### src/rtl/wdt_pkg.sv
// Shared constants and types of the 8-bit watchdog timer.
// Assumes a 32-bit APB slave port with one register per aligned word.
package wdt_pkg;

	// Bus and datapath widths
	localparam int unsigned DATA_W   = 32;
	localparam int unsigned ADDR_W   = 12;
	localparam int unsigned CNT_W    = 8;
	localparam int unsigned SEL_W    = 4;
	localparam int unsigned PRE_W    = 13;
	localparam int unsigned TAP_BASE = 6;
	localparam int unsigned NUM_TAPS = 8;
	localparam int unsigned TAP_W    = 3;
	localparam int unsigned PULSE_W  = 9;
	localparam int unsigned IRQ_W    = 3;

	typedef logic [ADDR_W-1:0] wdt_addr_t;

	// Register byte offsets
	localparam wdt_addr_t OFF_CTRL     = 12'h000;
	localparam wdt_addr_t OFF_COUNT    = 12'h004;
	localparam wdt_addr_t OFF_CLKSEL   = 12'h008;
	localparam wdt_addr_t OFF_IRQ_STAT = 12'h00C;
	localparam wdt_addr_t OFF_IRQ_MASK = 12'h010;

	// Counter values
	localparam logic [CNT_W-1:0] COUNT_RST = 8'h00;
	localparam logic [CNT_W-1:0] COUNT_MAX = 8'hFF;
	localparam logic [CNT_W-1:0] COUNT_ONE = 8'h01;

	// Clock select field
	localparam logic [SEL_W-1:0] CLKSEL_RST  = 4'hF;
	localparam logic [SEL_W-1:0] CLKSEL_RSVD = 4'hF;
	localparam int unsigned      CLKSEL_PRE  = 3;

	// Control/status bit positions
	localparam int unsigned CS_CWEN_GUARD = 7;
	localparam int unsigned CS_CWEN       = 6;
	localparam int unsigned CS_CTWE_GUARD = 5;
	localparam int unsigned CS_CTWE       = 4;
	localparam int unsigned CS_RUN_GUARD  = 3;
	localparam int unsigned CS_RUN        = 2;
	localparam int unsigned CS_FLAG_GUARD = 1;
	localparam int unsigned CS_FLAG       = 0;

	// Reset pulse length in oscillator cycles; the count's last index is one less
	localparam logic [PULSE_W-1:0] PULSE_OSC_CYC = 9'h100;
	localparam logic [PULSE_W-1:0] PULSE_ZERO    = 9'h000;
	localparam logic [PULSE_W-1:0] PULSE_ONE     = 9'h001;

	// Interrupt status bit positions
	localparam int unsigned IRQ_OVF       = 0;
	localparam int unsigned IRQ_PULSE_END = 1;
	localparam int unsigned IRQ_PIN_RST   = 2;
	localparam logic [IRQ_W-1:0] IRQ_RST  = 3'h0;

	typedef struct packed {
		logic counter_wen;
		logic control_wen;
		logic run;
		logic reset_flag;
	} wdt_ctrl_s;

	localparam wdt_ctrl_s CTRL_RST = '{counter_wen: 1'b0, control_wen: 1'b0,
		run: 1'b1, reset_flag: 1'b0};

	typedef struct packed {
		logic              wr;
		wdt_addr_t         addr;
		logic [DATA_W-1:0] wdata;
	} wdt_apb_req_s;

	typedef enum logic {
		WDT_COUNTING,
		WDT_RESETTING
	} wdt_state_e;

endpackage : wdt_pkg

### src/rtl/wdt_pin_sync.sv
// Three-flop synchroniser with agreement filter and edge pulses.
// Assumes the pin is asynchronous to core_clk_i.
`timescale 1ns/10ps
`default_nettype none
module wdt_pin_sync #(
	parameter logic RST_LEVEL = 1'b0
) (
	input  wire logic core_clk_i,
	input  wire logic rstn_i,
	input  wire logic pin_i,
	output var  logic level_o,
	output var  logic rise_o,
	output var  logic fall_o
);

	logic s1_ff;
	logic s2_ff;
	logic s3_ff;
	logic agree;

	// Level only moves once the second and third stage agree
	assign agree = (s2_ff == s3_ff);

	// Sync chain, first stage feeds only the second
	always_ff @(posedge core_clk_i or negedge rstn_i) begin
		if (!rstn_i) begin
			s1_ff   <= RST_LEVEL;
			s2_ff   <= RST_LEVEL;
			s3_ff   <= RST_LEVEL;
			level_o <= RST_LEVEL;
			rise_o  <= 1'b0;
			fall_o  <= 1'b0;
		end else begin
			s1_ff   <= pin_i;
			s2_ff   <= s1_ff;
			s3_ff   <= s2_ff;
			level_o <= agree ? s3_ff : level_o;
			rise_o  <= agree & s3_ff & ~level_o;
			fall_o  <= agree & ~s3_ff & level_o;
		end
	end

endmodule : wdt_pin_sync
`default_nettype wire

### src/rtl/wdt_prescaler.sv
// Free-running prescaler with one tick per power-of-two tap.
// Assumes the caller holds clear_i while the counter must not run.
`timescale 1ns/10ps
`default_nettype none
module wdt_prescaler #(
	parameter int unsigned PRE_W    = wdt_pkg::PRE_W,
	parameter int unsigned TAP_BASE = wdt_pkg::TAP_BASE,
	parameter int unsigned NUM_TAPS = wdt_pkg::NUM_TAPS,
	parameter int unsigned TAP_W    = wdt_pkg::TAP_W
) (
	input  wire logic             core_clk_i,
	input  wire logic             rstn_i,
	input  wire logic             clear_i,
	input  wire logic [TAP_W-1:0] sel_i,
	output var  logic             tick_o
);

	logic [PRE_W-1:0]    cnt_ff;
	logic [NUM_TAPS-1:0] taps;

	// Tap k fires once every 2**(TAP_BASE+k) clocks
	for (genvar k = 0; k < NUM_TAPS; k++) begin : g_tap
		assign taps[k] = &cnt_ff[TAP_BASE+k-1:0];
	end

	// Tick is registered so the counter sees a clean one-cycle pulse
	always_ff @(posedge core_clk_i or negedge rstn_i) begin
		if (!rstn_i) begin
			cnt_ff <= '0;
			tick_o <= 1'b0;
		end else begin
			cnt_ff <= clear_i ? '0 : cnt_ff + PRE_W'(1);
			tick_o <= ~clear_i & taps[sel_i];
		end
	end

endmodule : wdt_prescaler
`default_nettype wire

### src/rtl/wdt_timer.sv
// 8-bit watchdog timer with guarded control bits and an APB port.
// Assumes an APB3 master on core_clk_i; oscillator and reset pin are
// asynchronous pins and are synchronised here.
//
// Functional notes
// - Eight-bit up-counter, readable and writable by software.
// - Rollover from FF to 00 raises internal reset and sets reset flag.
// - Reset loads the counter with zero.
// - Upper four clock-select bits read as one whatever is written.
// - Codes 1000..1110 pick system clock over 64..4096; field resets to ones.
// - Top bit zero selects dedicated oscillator; low bits ignored.
// - Counting starts by itself once reset is released.
// - Overflow reset pulse lasts 256 dedicated oscillator cycles.
// - Counting resumes from a written value, giving 1 to 256 periods.
// - Counter writes need counter-write-enable; that bit needs its guard zero.
// - Control enable needs guard zero; run and flag need enable and guard.
// - Counter advances only while run is one; run resets to one.
// - Flag clears on reset pin or guarded write of zero, never set by software.
`timescale 1ns/10ps
`default_nettype none
module wdt_timer #(
	parameter int unsigned CNT_W   = wdt_pkg::CNT_W,
	parameter int unsigned PULSE_W = wdt_pkg::PULSE_W
) (
	input  wire logic                       core_clk_i,
	input  wire logic                       rstn_i,
	// APB slave
	input  wire logic                       psel_i,
	input  wire logic                       penable_i,
	input  wire logic                       pwrite_i,
	input  wire logic [wdt_pkg::ADDR_W-1:0] paddr_i,
	input  wire logic [wdt_pkg::DATA_W-1:0] pwdata_i,
	output var  logic [wdt_pkg::DATA_W-1:0] prdata_o,
	output var  logic                       pready_o,
	output var  logic                       pslverr_o,
	// Pins
	input  wire logic                       dedicated_osc_clock_i,
	input  wire logic                       external_reset_pin_n_i,
	// Outputs to the system
	output var  logic                       wdt_reset_o,
	output var  logic                       irq_o
);

	// Registers
	wdt_pkg::wdt_state_e             state_ff;
	wdt_pkg::wdt_state_e             nxt_state;
	wdt_pkg::wdt_ctrl_s              ctrl_ff;
	wdt_pkg::wdt_ctrl_s              nxt_ctrl;
	wdt_pkg::wdt_apb_req_s           req_ff;
	logic [CNT_W-1:0]                wdt_counter_ff;
	logic [CNT_W-1:0]                nxt_wdt_counter;
	logic [wdt_pkg::SEL_W-1:0]       clksel_ff;
	logic [wdt_pkg::SEL_W-1:0]       nxt_clksel;
	logic [PULSE_W-1:0]              pulse_cnt_ff;
	logic [PULSE_W-1:0]              nxt_pulse_cnt;
	logic [wdt_pkg::IRQ_W-1:0]       irq_stat_ff;
	logic [wdt_pkg::IRQ_W-1:0]       nxt_irq_stat;
	logic [wdt_pkg::IRQ_W-1:0]       irq_mask_ff;
	logic [wdt_pkg::IRQ_W-1:0]       nxt_irq_mask;
	logic [wdt_pkg::IRQ_W-1:0]       rd_stat_ff;
	logic [wdt_pkg::DATA_W-1:0]      prdata_ff;

	// Synchronised pins
	logic                            osc_level;
	logic                            osc_rise;
	logic                            pin_n_level;
	logic                            pin_fall;

	// Decode and datapath wires
	logic                            apb_setup;
	logic                            apb_access;
	logic                            hit_ctrl;
	logic                            hit_count;
	logic                            hit_clksel;
	logic                            hit_stat;
	logic                            hit_mask;
	logic                            addr_hit;
	logic                            wr_access;
	logic [7:0]                      wbyte;
	logic [7:0]                      ctrl_rd;
	logic [7:0]                      clksel_rd;
	logic [wdt_pkg::DATA_W-1:0]      rd_data;
	logic                            pin_hold;
	logic                            resetting;
	logic                            pre_tick;
	logic                            src_tick;
	logic                            count_inc;
	logic                            wr_count;
	logic                            wr_ctrl;
	logic                            wr_clksel;
	logic                            overflow;
	logic                            pulse_end;
	logic                            stat_rd_clr;
	logic [wdt_pkg::IRQ_W-1:0]       irq_events;

	// Oscillator pin; it is slow against core_clk_i, so edges are counted
	wdt_pin_sync #(
		.RST_LEVEL (1'b0)
	) u_osc_sync (
		.core_clk_i (core_clk_i),
		.rstn_i     (rstn_i),
		.pin_i      (dedicated_osc_clock_i),
		.level_o    (osc_level),
		.rise_o     (osc_rise),
		.fall_o     ()
	);

	// External reset pin, idle high
	wdt_pin_sync #(
		.RST_LEVEL (1'b1)
	) u_pin_sync (
		.core_clk_i (core_clk_i),
		.rstn_i     (rstn_i),
		.pin_i      (external_reset_pin_n_i),
		.level_o    (pin_n_level),
		.rise_o     (),
		.fall_o     (pin_fall)
	);

	// Prescaler held clear whenever the counter is parked at zero
	wdt_prescaler u_prescaler (
		.core_clk_i (core_clk_i),
		.rstn_i     (rstn_i),
		.clear_i    (pin_hold | resetting),
		.sel_i      (clksel_ff[wdt_pkg::TAP_W-1:0]),
		.tick_o     (pre_tick)
	);

	// APB phases and address decode
	assign apb_setup  = psel_i & ~penable_i;
	assign apb_access = psel_i & penable_i;
	assign hit_ctrl   = (paddr_i == wdt_pkg::OFF_CTRL);
	assign hit_count  = (paddr_i == wdt_pkg::OFF_COUNT);
	assign hit_clksel = (paddr_i == wdt_pkg::OFF_CLKSEL);
	assign hit_stat   = (paddr_i == wdt_pkg::OFF_IRQ_STAT);
	assign hit_mask   = (paddr_i == wdt_pkg::OFF_IRQ_MASK);
	assign addr_hit   = hit_ctrl | hit_count | hit_clksel | hit_stat | hit_mask;
	assign wr_access  = apb_access & pwrite_i & addr_hit;
	assign wbyte      = pwdata_i[7:0];

	// Zero wait states; unmapped addresses answer with an error
	assign pready_o  = 1'b1;
	assign pslverr_o = apb_access & ~addr_hit;
	assign prdata_o  = prdata_ff;

	// Guard bits always read one, enables and flag show their state
	assign ctrl_rd[wdt_pkg::CS_CWEN_GUARD] = 1'b1;
	assign ctrl_rd[wdt_pkg::CS_CWEN]       = ctrl_ff.counter_wen;
	assign ctrl_rd[wdt_pkg::CS_CTWE_GUARD] = 1'b1;
	assign ctrl_rd[wdt_pkg::CS_CTWE]       = ctrl_ff.control_wen;
	assign ctrl_rd[wdt_pkg::CS_RUN_GUARD]  = 1'b1;
	assign ctrl_rd[wdt_pkg::CS_RUN]        = ctrl_ff.run;
	assign ctrl_rd[wdt_pkg::CS_FLAG_GUARD] = 1'b1;
	assign ctrl_rd[wdt_pkg::CS_FLAG]       = ctrl_ff.reset_flag;

	// Reserved upper nibble is forced, not stored
	assign clksel_rd = {wdt_pkg::CLKSEL_RSVD, clksel_ff};

	// Read mux, sampled in the setup phase
	always_comb begin
		rd_data = '0;
		if (hit_ctrl) begin
			rd_data[7:0] = ctrl_rd;
		end else if (hit_count) begin
			rd_data[CNT_W-1:0] = wdt_counter_ff;
		end else if (hit_clksel) begin
			rd_data[7:0] = clksel_rd;
		end else if (hit_stat) begin
			rd_data[wdt_pkg::IRQ_W-1:0] = irq_stat_ff;
		end else if (hit_mask) begin
			rd_data[wdt_pkg::IRQ_W-1:0] = irq_mask_ff;
		end else begin
			rd_data = '0;
		end
	end

	// Counting source and events
	assign pin_hold  = ~pin_n_level;
	assign resetting = (state_ff == wdt_pkg::WDT_RESETTING);
	assign src_tick  = clksel_ff[wdt_pkg::CLKSEL_PRE] ? pre_tick : osc_rise;
	assign count_inc = ~pin_hold & ~resetting & ctrl_ff.run & src_tick;
	// Control and clock-select writes dropped while pin or pulse holds; mask writes still land
	assign wr_ctrl   = wr_access & hit_ctrl & ~pin_hold & ~resetting;
	assign wr_clksel = wr_access & hit_clksel & ~pin_hold & ~resetting;
	// Counter write blocked unless software opened it first
	assign wr_count  = wr_access & hit_count & ctrl_ff.counter_wen
		& ~pin_hold & ~resetting;
	// A software write in the same cycle takes priority over the increment
	assign overflow  = count_inc & ~wr_count
		& (wdt_counter_ff == wdt_pkg::COUNT_MAX);
	// Sync filter delays each oscillator edge
	assign pulse_end = resetting & osc_rise
		& (pulse_cnt_ff == wdt_pkg::PULSE_OSC_CYC - wdt_pkg::PULSE_ONE);

	// Read-to-clear only drops bits that the read actually returned
	assign stat_rd_clr = apb_access & ~pwrite_i & req_ff.addr == wdt_pkg::OFF_IRQ_STAT
		& hit_stat;
	assign irq_events[wdt_pkg::IRQ_OVF]       = overflow;
	assign irq_events[wdt_pkg::IRQ_PULSE_END] = pulse_end;
	assign irq_events[wdt_pkg::IRQ_PIN_RST]   = pin_fall;

	// Sticky status, new events win over a clear in the same cycle
	assign nxt_irq_stat = (irq_stat_ff & ~(stat_rd_clr ? rd_stat_ff : wdt_pkg::IRQ_RST))
		| irq_events;
	// Mask is plain read-write
	assign nxt_irq_mask = (wr_access & hit_mask) ? pwdata_i[wdt_pkg::IRQ_W-1:0]
		: irq_mask_ff;
	assign irq_o = |(irq_stat_ff & irq_mask_ff);

	// Counter next value
	always_comb begin
		nxt_wdt_counter = wdt_counter_ff;
		if (pin_hold | resetting) begin
			nxt_wdt_counter = wdt_pkg::COUNT_RST;
		end else if (wr_count) begin
			nxt_wdt_counter = wbyte;
		end else if (count_inc) begin
			nxt_wdt_counter = wdt_counter_ff + wdt_pkg::COUNT_ONE;
		end
	end

	// Clock select; the reset pin and the end of a pulse restore ones
	always_comb begin
		nxt_clksel = clksel_ff;
		if (pin_hold | pulse_end) begin
			nxt_clksel = wdt_pkg::CLKSEL_RST;
		end else if (wr_clksel) begin
			nxt_clksel = wbyte[wdt_pkg::SEL_W-1:0];
		end
	end

	// Guarded control bits; run and flag use the enable as it stood
	// before this write, so opening and using it needs two accesses
	always_comb begin
		nxt_ctrl = ctrl_ff;
		if (pin_hold) begin
			nxt_ctrl = wdt_pkg::CTRL_RST;
		end else if (pulse_end) begin
			nxt_ctrl = wdt_pkg::CTRL_RST;
			nxt_ctrl.reset_flag = ctrl_ff.reset_flag;
		end else if (wr_ctrl) begin
			if (!wbyte[wdt_pkg::CS_CWEN_GUARD]) begin
				nxt_ctrl.counter_wen = wbyte[wdt_pkg::CS_CWEN];
			end
			if (!wbyte[wdt_pkg::CS_CTWE_GUARD]) begin
				nxt_ctrl.control_wen = wbyte[wdt_pkg::CS_CTWE];
			end
			if (ctrl_ff.control_wen && !wbyte[wdt_pkg::CS_RUN_GUARD]) begin
				nxt_ctrl.run = wbyte[wdt_pkg::CS_RUN];
			end
			// Only a zero is accepted; writing one leaves the flag alone
			if (ctrl_ff.control_wen && !wbyte[wdt_pkg::CS_FLAG_GUARD]
				&& !wbyte[wdt_pkg::CS_FLAG]) begin
				nxt_ctrl.reset_flag = 1'b0;
			end
		end
		// Hardware set beats a simultaneous software clear
		if (overflow) begin
			nxt_ctrl.reset_flag = 1'b1;
		end
	end

	// Reset pulse sequencer, timed on oscillator edges
	always_comb begin
		nxt_state     = state_ff;
		nxt_pulse_cnt = pulse_cnt_ff;
		case (state_ff)
			wdt_pkg::WDT_COUNTING: begin
				nxt_pulse_cnt = wdt_pkg::PULSE_ZERO;
				if (overflow) begin
					nxt_state = wdt_pkg::WDT_RESETTING;
				end
			end
			wdt_pkg::WDT_RESETTING: begin
				if (pin_hold) begin
					nxt_state     = wdt_pkg::WDT_COUNTING;
					nxt_pulse_cnt = wdt_pkg::PULSE_ZERO;
				end else if (pulse_end) begin
					nxt_state     = wdt_pkg::WDT_COUNTING;
					nxt_pulse_cnt = wdt_pkg::PULSE_ZERO;
				end else if (osc_rise) begin
					nxt_pulse_cnt = pulse_cnt_ff + wdt_pkg::PULSE_ONE;
				end
			end
			default: begin
				nxt_state     = wdt_pkg::WDT_COUNTING;
				nxt_pulse_cnt = wdt_pkg::PULSE_ZERO;
			end
		endcase
	end

	// Reset output comes straight from the state flop
	assign wdt_reset_o = resetting;

	// Watchdog state flops
	always_ff @(posedge core_clk_i or negedge rstn_i) begin
		if (!rstn_i) begin
			state_ff       <= wdt_pkg::WDT_COUNTING;
			pulse_cnt_ff   <= wdt_pkg::PULSE_ZERO;
			wdt_counter_ff <= wdt_pkg::COUNT_RST;
			clksel_ff      <= wdt_pkg::CLKSEL_RST;
			ctrl_ff        <= wdt_pkg::CTRL_RST;
		end else begin
			state_ff       <= nxt_state;
			pulse_cnt_ff   <= nxt_pulse_cnt;
			wdt_counter_ff <= nxt_wdt_counter;
			clksel_ff      <= nxt_clksel;
			ctrl_ff        <= nxt_ctrl;
		end
	end

	// Interrupt flops
	always_ff @(posedge core_clk_i or negedge rstn_i) begin
		if (!rstn_i) begin
			irq_stat_ff <= wdt_pkg::IRQ_RST;
			irq_mask_ff <= wdt_pkg::IRQ_RST;
		end else begin
			irq_stat_ff <= nxt_irq_stat;
			irq_mask_ff <= nxt_irq_mask;
		end
	end

	// Bus capture in setup; read data stays put through the access phase
	always_ff @(posedge core_clk_i or negedge rstn_i) begin
		if (!rstn_i) begin
			req_ff     <= '0;
			prdata_ff  <= '0;
			rd_stat_ff <= wdt_pkg::IRQ_RST;
		end else if (apb_setup) begin
			req_ff     <= '{wr: pwrite_i, addr: paddr_i, wdata: pwdata_i};
			prdata_ff  <= rd_data;
			rd_stat_ff <= irq_stat_ff;
		end
	end

endmodule : wdt_timer
`default_nettype wire

### config.mk
export PLATFORM = sky130hd
export DESIGN_NAME = wdt_timer
export DESIGN_NICKNAME = d
export VERILOG_FILES = /design/src/rtl/wdt_pkg.sv /design/src/rtl/wdt_pin_sync.sv /design/src/rtl/wdt_prescaler.sv /design/src/rtl/wdt_timer.sv
export SDC_FILE = /design/constraint.sdc
export NUM_CORES = 1
export LEC_CHECK = 0
export ABC_AREA = 1
export BUFFER_PORTS_ARGS = -buffer_cell sky130_fd_sc_hd__buf_2
export CAP_MARGIN = 40
export CORE_MARGIN = 2
export CORE_UTILIZATION = 40
export CTS_CLUSTER_SIZE = 12
export DETAILED_ROUTE_END_ITERATION = 6
export PLACE_DENSITY = 0.7
export SETUP_SLACK_MARGIN = 0.4
export SYNTH_ARGS = -nofsm -noshare
export SYNTH_HDL_FRONTEND = slang
export SYNTH_HIERARCHICAL = 1
export SYNTH_SLANG_ARGS = --single-unit
### constraint.sdc
create_clock -name core_clk_i -period 2.6 [get_ports core_clk_i]
set_input_delay 0.26 -clock core_clk_i [delete_from_list [all_inputs] [get_ports core_clk_i]]
set_output_delay 0.26 -clock core_clk_i [all_outputs]
set_load 0.05 [all_outputs]
# Yosys cells after proc, flatten, opt, wreduce, memory -nomap -nowiden
# Index checks and enable logic that the tools add are counted.
[word_totals] input_bits=51 out_inout_bits=36 ff_bits=79 wordCells=149
[classes] n_eq_ne=17 n_reduce_logical=22 magnitude_cmp=1 addsub=3 muxes=31 n_bitwise=50
[ops] op="$mux W8" n=6
[ops] op="$eq A12 B4 Y1 const B" n=3
[ops] op="$and A1 B1 Y1" n=31
[ops] op="$mux W9" n=3
[ops] op="$ne A3 B3 Y1 const B" n=7
[ops] op="$mux W4" n=5
[ops] op="$pmux W9 S2" n=1
[ops] op="$add A13 B1 Y13 const B" n=1
[ops] op="$mux W13" n=1
[ops] op="$reduce_and A13 Y1" n=1
[ops] op="$eq A12 B3 Y1 const B" n=1
[ops] op="$eq A12 B5 Y1 const B" n=1
[ops] op="$logic_not A12 Y1" n=1
[ops] op="$reduce_and A12 Y1" n=1
[ops] op="$reduce_and A11 Y1" n=1
[ops] op="$mux W1" n=10
[ops] op="$reduce_and A10 Y1" n=1
[ops] op="$add A9 B1 Y9 const B" n=1
[ops] op="$eq A9 B8 Y1 const B" n=1
[ops] op="$mux W3" n=3
[ops] op="$not A1 Y1" n=9
[ops] op="$reduce_and A9 Y1" n=1
[ops] op="$add A8 B1 Y8 const B" n=1
[ops] op="$eq A8 B8 Y1 const B" n=1
[ops] op="19 further kinds" n=32

# Logic depth before layout (Yosys ltp)
# Gate-level depths: netlist of run 1.
[logic_depth] ltp_word=15 depth_mapped=12 mapped_depth_nobuf=11

# Hierarchy
# Netlist of run 1, hierarchy kept.
[by_module_without_submodules] module="wdt_timer" n_inst=1 area_per_inst_um2=3249.4 cells_each=429 seq_area_each_um2=1382.6
[by_module_without_submodules] module="wdt_prescaler" n_inst=1 area_per_inst_um2=718.2 cells_each=90 seq_area_each_um2=350.3
[by_module_without_submodules] module="wdt_pin_sync (u_pin_sync)" n_inst=1 area_per_inst_um2=217.7 cells_each=18 seq_area_each_um2=155.1
[by_module_without_submodules] module="wdt_pin_sync (u_osc_sync)" n_inst=1 area_per_inst_um2=212.7 cells_each=18 seq_area_each_um2=150.1

# Worst setup path before layout of run 1
# OpenSTA, ideal clock, no wires.
[synth_timing] path_kind="input -> output" start="input port paddr_i[1] (netlist name)" end="output port pslverr_o" arrival_ps=1577 slack_ps=763 t_required_ps=2340 cell_stages=7 n_path_buf=1 cell_sequence="inv_1 -> nand2_1 -> nor2_2 -> o21ai_1 -> nand3_2 -> buf_4 -> nor2_1"
[synth_via] elab_chain_cells=7 elab_cells_between_ends=11 cone_classes="eq/ne: 4; bitwise: 6; reduce/logical: 1"
[synth_lines] item="from (decl)" line_no="wdt_timer.sv:31" text="input wire logic [wdt_pkg::ADDR_W-1:0] paddr_i,"
[synth_lines] item="$eq A12 B3 Y1 or $logic_not A12 Y1 (tied branches)" line_no="wdt_timer.sv:133, wdt_timer.sv:132"
[synth_lines] item="$or A1 B1 Y1 (3 in series)" line_no="wdt_timer.sv:137" text="assign addr_hit = hit_ctrl | hit_count | hit_clksel | hit_stat | hit_mask;"
[synth_lines] item="$or A1 B1 Y1 (*)" line_no="wdt_timer.sv:137"
[synth_lines] item="$not A1 Y1 (*)" line_no="wdt_timer.sv:143" text="assign pslverr_o = apb_access & ~addr_hit;"
[synth_lines] item="$and A1 B1 Y1 (*)" line_no="wdt_timer.sv:143"
[synth_lines] item="to (decl)" line_no="wdt_timer.sv:35" text="output var logic pslverr_o,"
# Mark *: on every way between the ends. The rest lies on a longest branch, timed or not.

# Final worst setup path of run 1
[layout_timing] start="register pulse_cnt_ff[0]" end="register state_ff (netlist: wdt_reset_o)"
[layout_via] elab_chain_cells=5
[layout_lines] item="from (decl)" line_no="wdt_timer.sv:54" text="logic [PULSE_W-1:0] pulse_cnt_ff;"
[layout_lines] item="from (signal assigned)" line_no="wdt_timer.sv:299" text="pulse_cnt_ff <= wdt_pkg::PULSE_ZERO;"
[layout_lines] item="from (signal assigned)" line_no="wdt_timer.sv:305" text="pulse_cnt_ff <= nxt_pulse_cnt;"
[layout_lines] item="$eq A9 B8 Y1" line_no="wdt_timer.sv:193" text="& (pulse_cnt_ff == wdt_pkg::PULSE_OSC_CYC - wdt_pkg::PULSE_ONE);"
[layout_lines] item="$and A1 B1 Y1" line_no="wdt_timer.sv:193"
[layout_lines] item="$mux W1" line_no="wdt_timer.sv:278" text="end else if (pulse_end) begin"
[layout_lines] item="$mux W1" line_no="wdt_timer.sv:275" text="if (pin_hold) begin"
[layout_lines] item="$pmux W1 S2" line_no="wdt_timer.sv:267" text="case (state_ff)"
[layout_lines] item="net nxt_state" line_no="wdt_timer.sv:46" text="wdt_pkg::wdt_state_e nxt_state;"
[layout_lines] item="to (signal assigned)" line_no="wdt_timer.sv:298" text="state_ff <= wdt_pkg::WDT_COUNTING;"
[layout_lines] item="to (signal assigned)" line_no="wdt_timer.sv:304" text="state_ff <= nxt_state;"
[layout_lines] item="to (decl)" line_no="wdt_timer.sv:45" text="wdt_pkg::wdt_state_e state_ff;"
# The timed path passes the listed nets, and every way through them passes these cells.
# A chain may end at the register's enable or synchronous reset.

==> results of run 1 <==
-- metal layers --
metal / vias to the layer above / track usage, %
met5: - / 0
met4: 0 / 6.68
met3: 22 / 3.87
met2: 102 / 26.3
met1: 1688 / 22.1
li1: 1777 / -
-- state kept, by name, summed over array words and instances, names as in the netlist, 3 cells and up --
name,cells
clksel_ff,4
ctrl_ff,4
irq_mask_ff,3
irq_stat_ff,3
prdata_o,8
pulse_cnt_ff,9
rd_stat_ff,3
req_ff,12
u_prescaler/cnt_ff,13
wdt_counter_ff,8
-- worst max-delay path, delay by kind of cell, from the launching register on --
kind | cells | cell delay [ns]
buf+inv | 1 | 0.15
flops | 1 | 0.43
simple gates | 6 | 1.03
fa+ha+maj | 1 | 0.23
-- power breakdown --
group / internal (W) / total (W) / switching [W]
Clock: 0.000473 / 0.000893 / 0.000421
Combinational: 0.0000720 / 0.000322 / 0.000250
Sequential: 0.00128 / 0.00132 / 0.0000311
Total: 0.00183 / 0.00253 / 0.000701
-- stage by stage --
| stage | utilization (%) | worst slack (ns) | area [sq um] |
|---|---|---|---|
| 4_1_cts | 45.9 | 0.629 | 4780 |
| 3_3_place_gp | 43.6 | 0.671 | 4540 |
| 6_report | 45.9 | 0.655 | 4780 |
| 2_1_floorplan | - | 0.763 | 4410 |
| 5_1_grt | 45.9 | 0.403 | 4780 |
| 3_5_place_dp | 43.8 | 0.613 | 4570 |
-- worst paths after layout --
kind                                        from                  to
worst max-delay path             pulse_cnt_ff[0]         wdt_reset_o
worst min-delay path                  paddr_i[8]          req_ff[40]
worst max register to register   pulse_cnt_ff[0]         wdt_reset_o
worst min register to register  u_pin_sync/s1_ff    u_pin_sync/s2_ff
max in group asynchronous                 rstn_i        clksel_ff[0]
min in group asynchronous                 rstn_i  u_osc_sync/level_o
-- area by class of cell --
cell class | count | area, sq um | share of cell area (%)
clock buffer | 15 | 156 | 3.27
clock inverter | 1 | 30.0 | 0.628
inverter | 64 | 241 | 5.05
multi-input combinational | 394 | 1940 | 40.5
sequential | 79 | 1990 | 41.6
tap | 136 | 170 | 3.56
timing repair buffer | 43 | 260 | 5.44
==> reports/qor.yml, run 1 <==
route:
  top_layer_used: "met4"
  wl_met3_um: 506
  antenna_left: 0
  first_pass_iters: 5
  num_vias: 3589
  wl_per_cell_um: 12.3
  routed_wl_um: 9020
  drt-met1-wl_um: 4180
  drc: 0
  vias_per_cell: 4.90
  drt_iter0_markers: 260
  dr_wl_met2_um: 4110
clocking:
  cts-htree-levels: 3
  cts_setup_buffers: 0
  cts_tree: "built"
  cts_buffer_depth: 2
  cts_sinks: 79
  clk_pin_slew_worst_paths_ns: 0.08
  postCtsHoldBufs: 3
  cts-buffers-inserted: 9
  clock_latency_ns: 0.36
  cts_root_buf: "clkbuf_8"
  cts_resized: 0
sta:
  min_period_ns: 1.95
  timing.hold.ws_ns: 0.118
  hold_viol: 0
  relSlewSlack_pct: 59.7
  fmax_mhz: 514
  setup_violations: 0
  fin_setup_tns_ns: 0
  worstMarginPinSlew_ns: 0.604
  fin_crit_sh_pct: 74.8
  skew_ns: 0.00763
  slew_violations: 0
  rsz0062_at_grt: "false"
place:
  gp_congestion: 0.842
  dpl.cell_count: 713
  port_buffers: 37
  dp_hpwl_um: 6770
floorplanning:
  die_area_sq_um: 11600
  die_y_um: 108
  core_sq_um: 10400
  start_util_pct: 41.5
  chipWidth_um: 108
  ios: 87
  rows: 37
critical_path:
  crit_type: "reg2reg"
  path_cells: "ha_1 > nand3_1 > nor3_1 > nand3b_1 > nand2_1 > inv_1 > nand2_1 > nand2_1"
  rr_worst_depth: 8
  cp_common_cell: "nand2_1"
  cp_slowest_cell: "dfrtp_1"
  startpoint_type: "register"
  path_max_fanout: 8
  max_stage_delay_ns: 0.43
  crit_arrival_ns: 2.18
  ff2ff_setup_slack_ns: 0.65
  required_ns: 2.83
  end_kind: "register"
pwr:
  p_leak_nw: 2.52
  power_w: 0.00253
  powerDensity_nw_per_um2: 529
  ir_drop_v: 0.000258
grt:
  grt_pass1_wl_um: 15300
  antenna_found_initial: 0
  first_global_vias: 3340
  overflow: 0
  track_usage_pct: 16.6
  grt_max_degree: 54
run:
  maxCapViolations: 0
final_layout:
  layout-drive-gt1-share_pct: 15.6
  finalNonFillerCells: 732
  layout_commonest_cell: "nand2_1"
  finalNetCount: 649
  num_antenna_cells: 0
  layout-area-overhead-vs-synth_pct: 10.7
  fillers: 1064
  most-common-layout-cells: "nand2_1 (164), dfrtp_1 (70), inv_1 (55), nor2_1 (54), buf_2 (36)"
hold_path:
  hold_depth: 3
  hold_class: "in2reg"
logic_synthesis:
  netlist_instances: 548
  synth_warnings: 6
  syn_avg_cell_area_sq_um: 7.88
  netlist_area_sq_um: 4320
status:
  status: "finished, final reports clean"
No activity file was read; power rests on OpenSTA's default activity.
==> inputs of run 2 (changes only) <==
clock period = 1.9 ns   (was 2.6 ns; I/O delays follow)
==> reports/qor.yml, run 2 (same netlist as run 1, synthesis figures left out) <==
grt:
  overflow: 0  # unchanged
  antenna_found_initial: 0  # unchanged
  grt_pass1_wl_um: 15900  # +4.2%
  first_global_vias: 3551  # +6.3%
  grt_max_degree: 32  # -41%
  track_usage_pct: 17.2  # +0.55 points
final_layout:
  largest_reg_flops: 13  # unchanged
  layout-area-overhead-vs-synth_pct: 19.0
  finalNonFillerCells: 761  # +4.0%
  num_antenna_cells: 0  # unchanged
  layout_commonest_cell: "nand2_1"
  regMostFlops: "u_prescaler/cnt_ff"
  layout-drive-gt1-share_pct: 23.4  # +7.8 points
  top_regs: "u_prescaler/cnt_ff x13, req_ff x12, pulse_cnt_ff x9"
  fillers: 1012  # -4.9%
  register_area_sq_um: 1990  # +0.19%
  postLayoutCellArea_sq_um: 5140  # +7.5%
  multiInputGateArea_sq_um: 2050  # +6.0%
  most-common-layout-cells: "nand2_1 (158), dfrtp_1 (67), inv_1 (54), nor2_1 (51), buf_2 (34)"
  finalNetCount: 678  # +4.5%
hold_path:
  hold_class: "in2reg"
  hold_depth: 3  # unchanged
critical_path:
  max_stage_delay_ns: 0.54  # +0.11 ns
  path_delay_family: "simple AND/OR/NAND/NOR gates"
  startpoint_type: "register"
  path_max_fanout: 6  # -2
  end_kind: "register"
  crit_buf_inv: 2  # +1
  required_ns: 2.15  # -0.68 ns
  cp.depth: 10  # +2
  rr_worst_depth: 10  # +2
  cp_common_cell: "nand2_1"
  cp_slowest_cell: "dfstp_2"
  crit_type: "reg2reg"
  path_cells: "inv_2 > nor2_4 > nand2_4 > nor2_8 > nand3_4 > buf_4 > nand2_1 > nand2_1 > nand2_1 > nand2_1"
  crit_arrival_ns: 1.80  # -0.38 ns
clocking:
  cts-buffers-inserted: 9  # unchanged
  cts_buffer_depth: 2  # unchanged
  clock_latency_ns: 0.35  # about the same
  cts-htree-levels: 3  # unchanged
  cts_root_buf: "clkbuf_8"
  cts_sinks: 79  # unchanged
  cts_tree: "built"
  clk_pin_slew_worst_paths_ns: 0.08  # about the same
sta:
  fin_crit_sh_pct: 81.4  # +6.6 points
  setup_violations: 0  # unchanged
  fmax_mhz: 646  # +26%
  min_period_ns: 1.55  # -0.398 ns
  worstMarginPinSlew_ns: 0.595  # -0.00892 ns
  relSlewSlack_pct: 60.3  # +0.60 points
  rsz0062_at_grt: "true"
  skew_ns: 0.0101  # +0.00250 ns
  slew_violations: 0  # unchanged
  hold_viol: 0  # unchanged
  timing.hold.ws_ns: 0.0547  # -0.0633 ns
  fin_setup_tns_ns: 0  # unchanged
route:
  antenna_left: 0  # unchanged
  routed_wl_um: 9590  # +6.3%
  vias_per_cell: 4.85  # -1.2%
  wl_per_cell_um: 12.6  # +2.2%
  first_pass_iters: 5  # unchanged
  num_vias: 3688  # +2.8%
  drt_iter0_markers: 242  # -6.9%
  drc: 0  # unchanged
status:
  status: "finished, final reports clean"
pwr:
  p_leak_nw: 2.69  # +7.1%
  p_seq_share_pct: 50.7  # -1.3 points
  p_sw_w: 0.00103  # +47%
  ir_drop_v: 0.000379  # +47%
  powerDensity_nw_per_um2: 689  # +30%
  power_frac_comb_pct: 14.6  # +1.9 points
  internal_power_w: 0.00251  # +37%
  p_clk_share_pct: 34.7  # -0.6 points
  sw_frac_of_total_pct: 29.1  # +1.4 points
floorplanning:
  die_y_um: 108  # unchanged
  core_sq_um: 10400  # unchanged
  die_area_sq_um: 11600  # unchanged
  ios: 87  # unchanged
  chipWidth_um: 108  # unchanged
  start_util_pct: 41.5  # unchanged
  rows: 37  # unchanged
place:
  gp_congestion: 0.873  # +3.7%
  dpl.cell_count: 720  # +0.98%
  placed_area_sq_um: 4630  # +1.3%
  port_buffers: 37  # unchanged
  dp_hpwl_um: 6850  # +1.2%
run:
  maxCapViolations: 0  # unchanged
[run 2: path summary, 6_finish.rpt]
check                           slack [ns]                from                end
worst max-delay path                  0.35  u_pin_sync/level_o  wdt_counter_ff[0]
worst min-delay path                  0.05          paddr_i[9]         req_ff[41]
worst max register to register        0.35  u_pin_sync/level_o  wdt_counter_ff[0]
worst min register to register        0.36    u_pin_sync/s1_ff   u_pin_sync/s2_ff
max in group asynchronous             0.94              rstn_i         ctrl_ff[1]
min in group asynchronous             0.31              rstn_i    pulse_cnt_ff[3]
[run 2: worst min-delay path, stage by stage]
cell and delay, ns:
buf_2 0.09, nand2_1 0.04, nand2_1 0.05
[run 2: area by class of cell]
type | instances | share of cell area [%]
clock inverter | 5 | 1.14
multi-input combinational | 394 | 39.9
inverter | 64 | 4.82
clock buffer | 11 | 2.55
timing repair buffer | 72 | 9.54
sequential | 79 | 38.7
tap | 136 | 3.31
[run 2: per-layer routing]
layer | track usage, % | share of wire (%) | vias up
met4 | 5.40 | 1.5 | 0
li1 | - | - | 1830
met2 | 29.8 | 50 | 82
met5 | 0 | 0 | -
met1 | 21.6 | 44 | 1761
met3 | 3.39 | 4.0 | 15
[run 2: timing repair]
action / CTS / global route
pin swaps: 19 / 15
resized for setup: 16 / 18
endpoints found under the setup margin: 27 / 37
hold endpoints to repair: 28 / 0
setup buffers: 15 / 7
hold buffers: 3 / 0
[run 2: power by group through the flow]
stage	Sequential, W	Combinational [W]	Clock (W)
4_1_cts	0.00180	0.000502	0.00126
3_5_place_dp	0.00183	0.000465	0
6_report	0.00180	0.000517	0.00123
5_1_grt	0.00181	0.000571	0.00133
2_1_floorplan	0.00186	0.000312	0
3_3_place_gp	0.00182	0.000452	0
[run 2: through the flow]
step / power (W) / utilization (%) / setup WS, ns
after global routing: 0.00371 / 49.4 / 0.249
after detailed placement: 0.00229 / 44.4 / 0.155
after floorplan: 0.00217 / - / 0.277
final: 0.00354 / 49.4 / 0.353
after global placement: 0.00228 / 44.4 / 0.222
after CTS: 0.00356 / 48.2 / 0.308
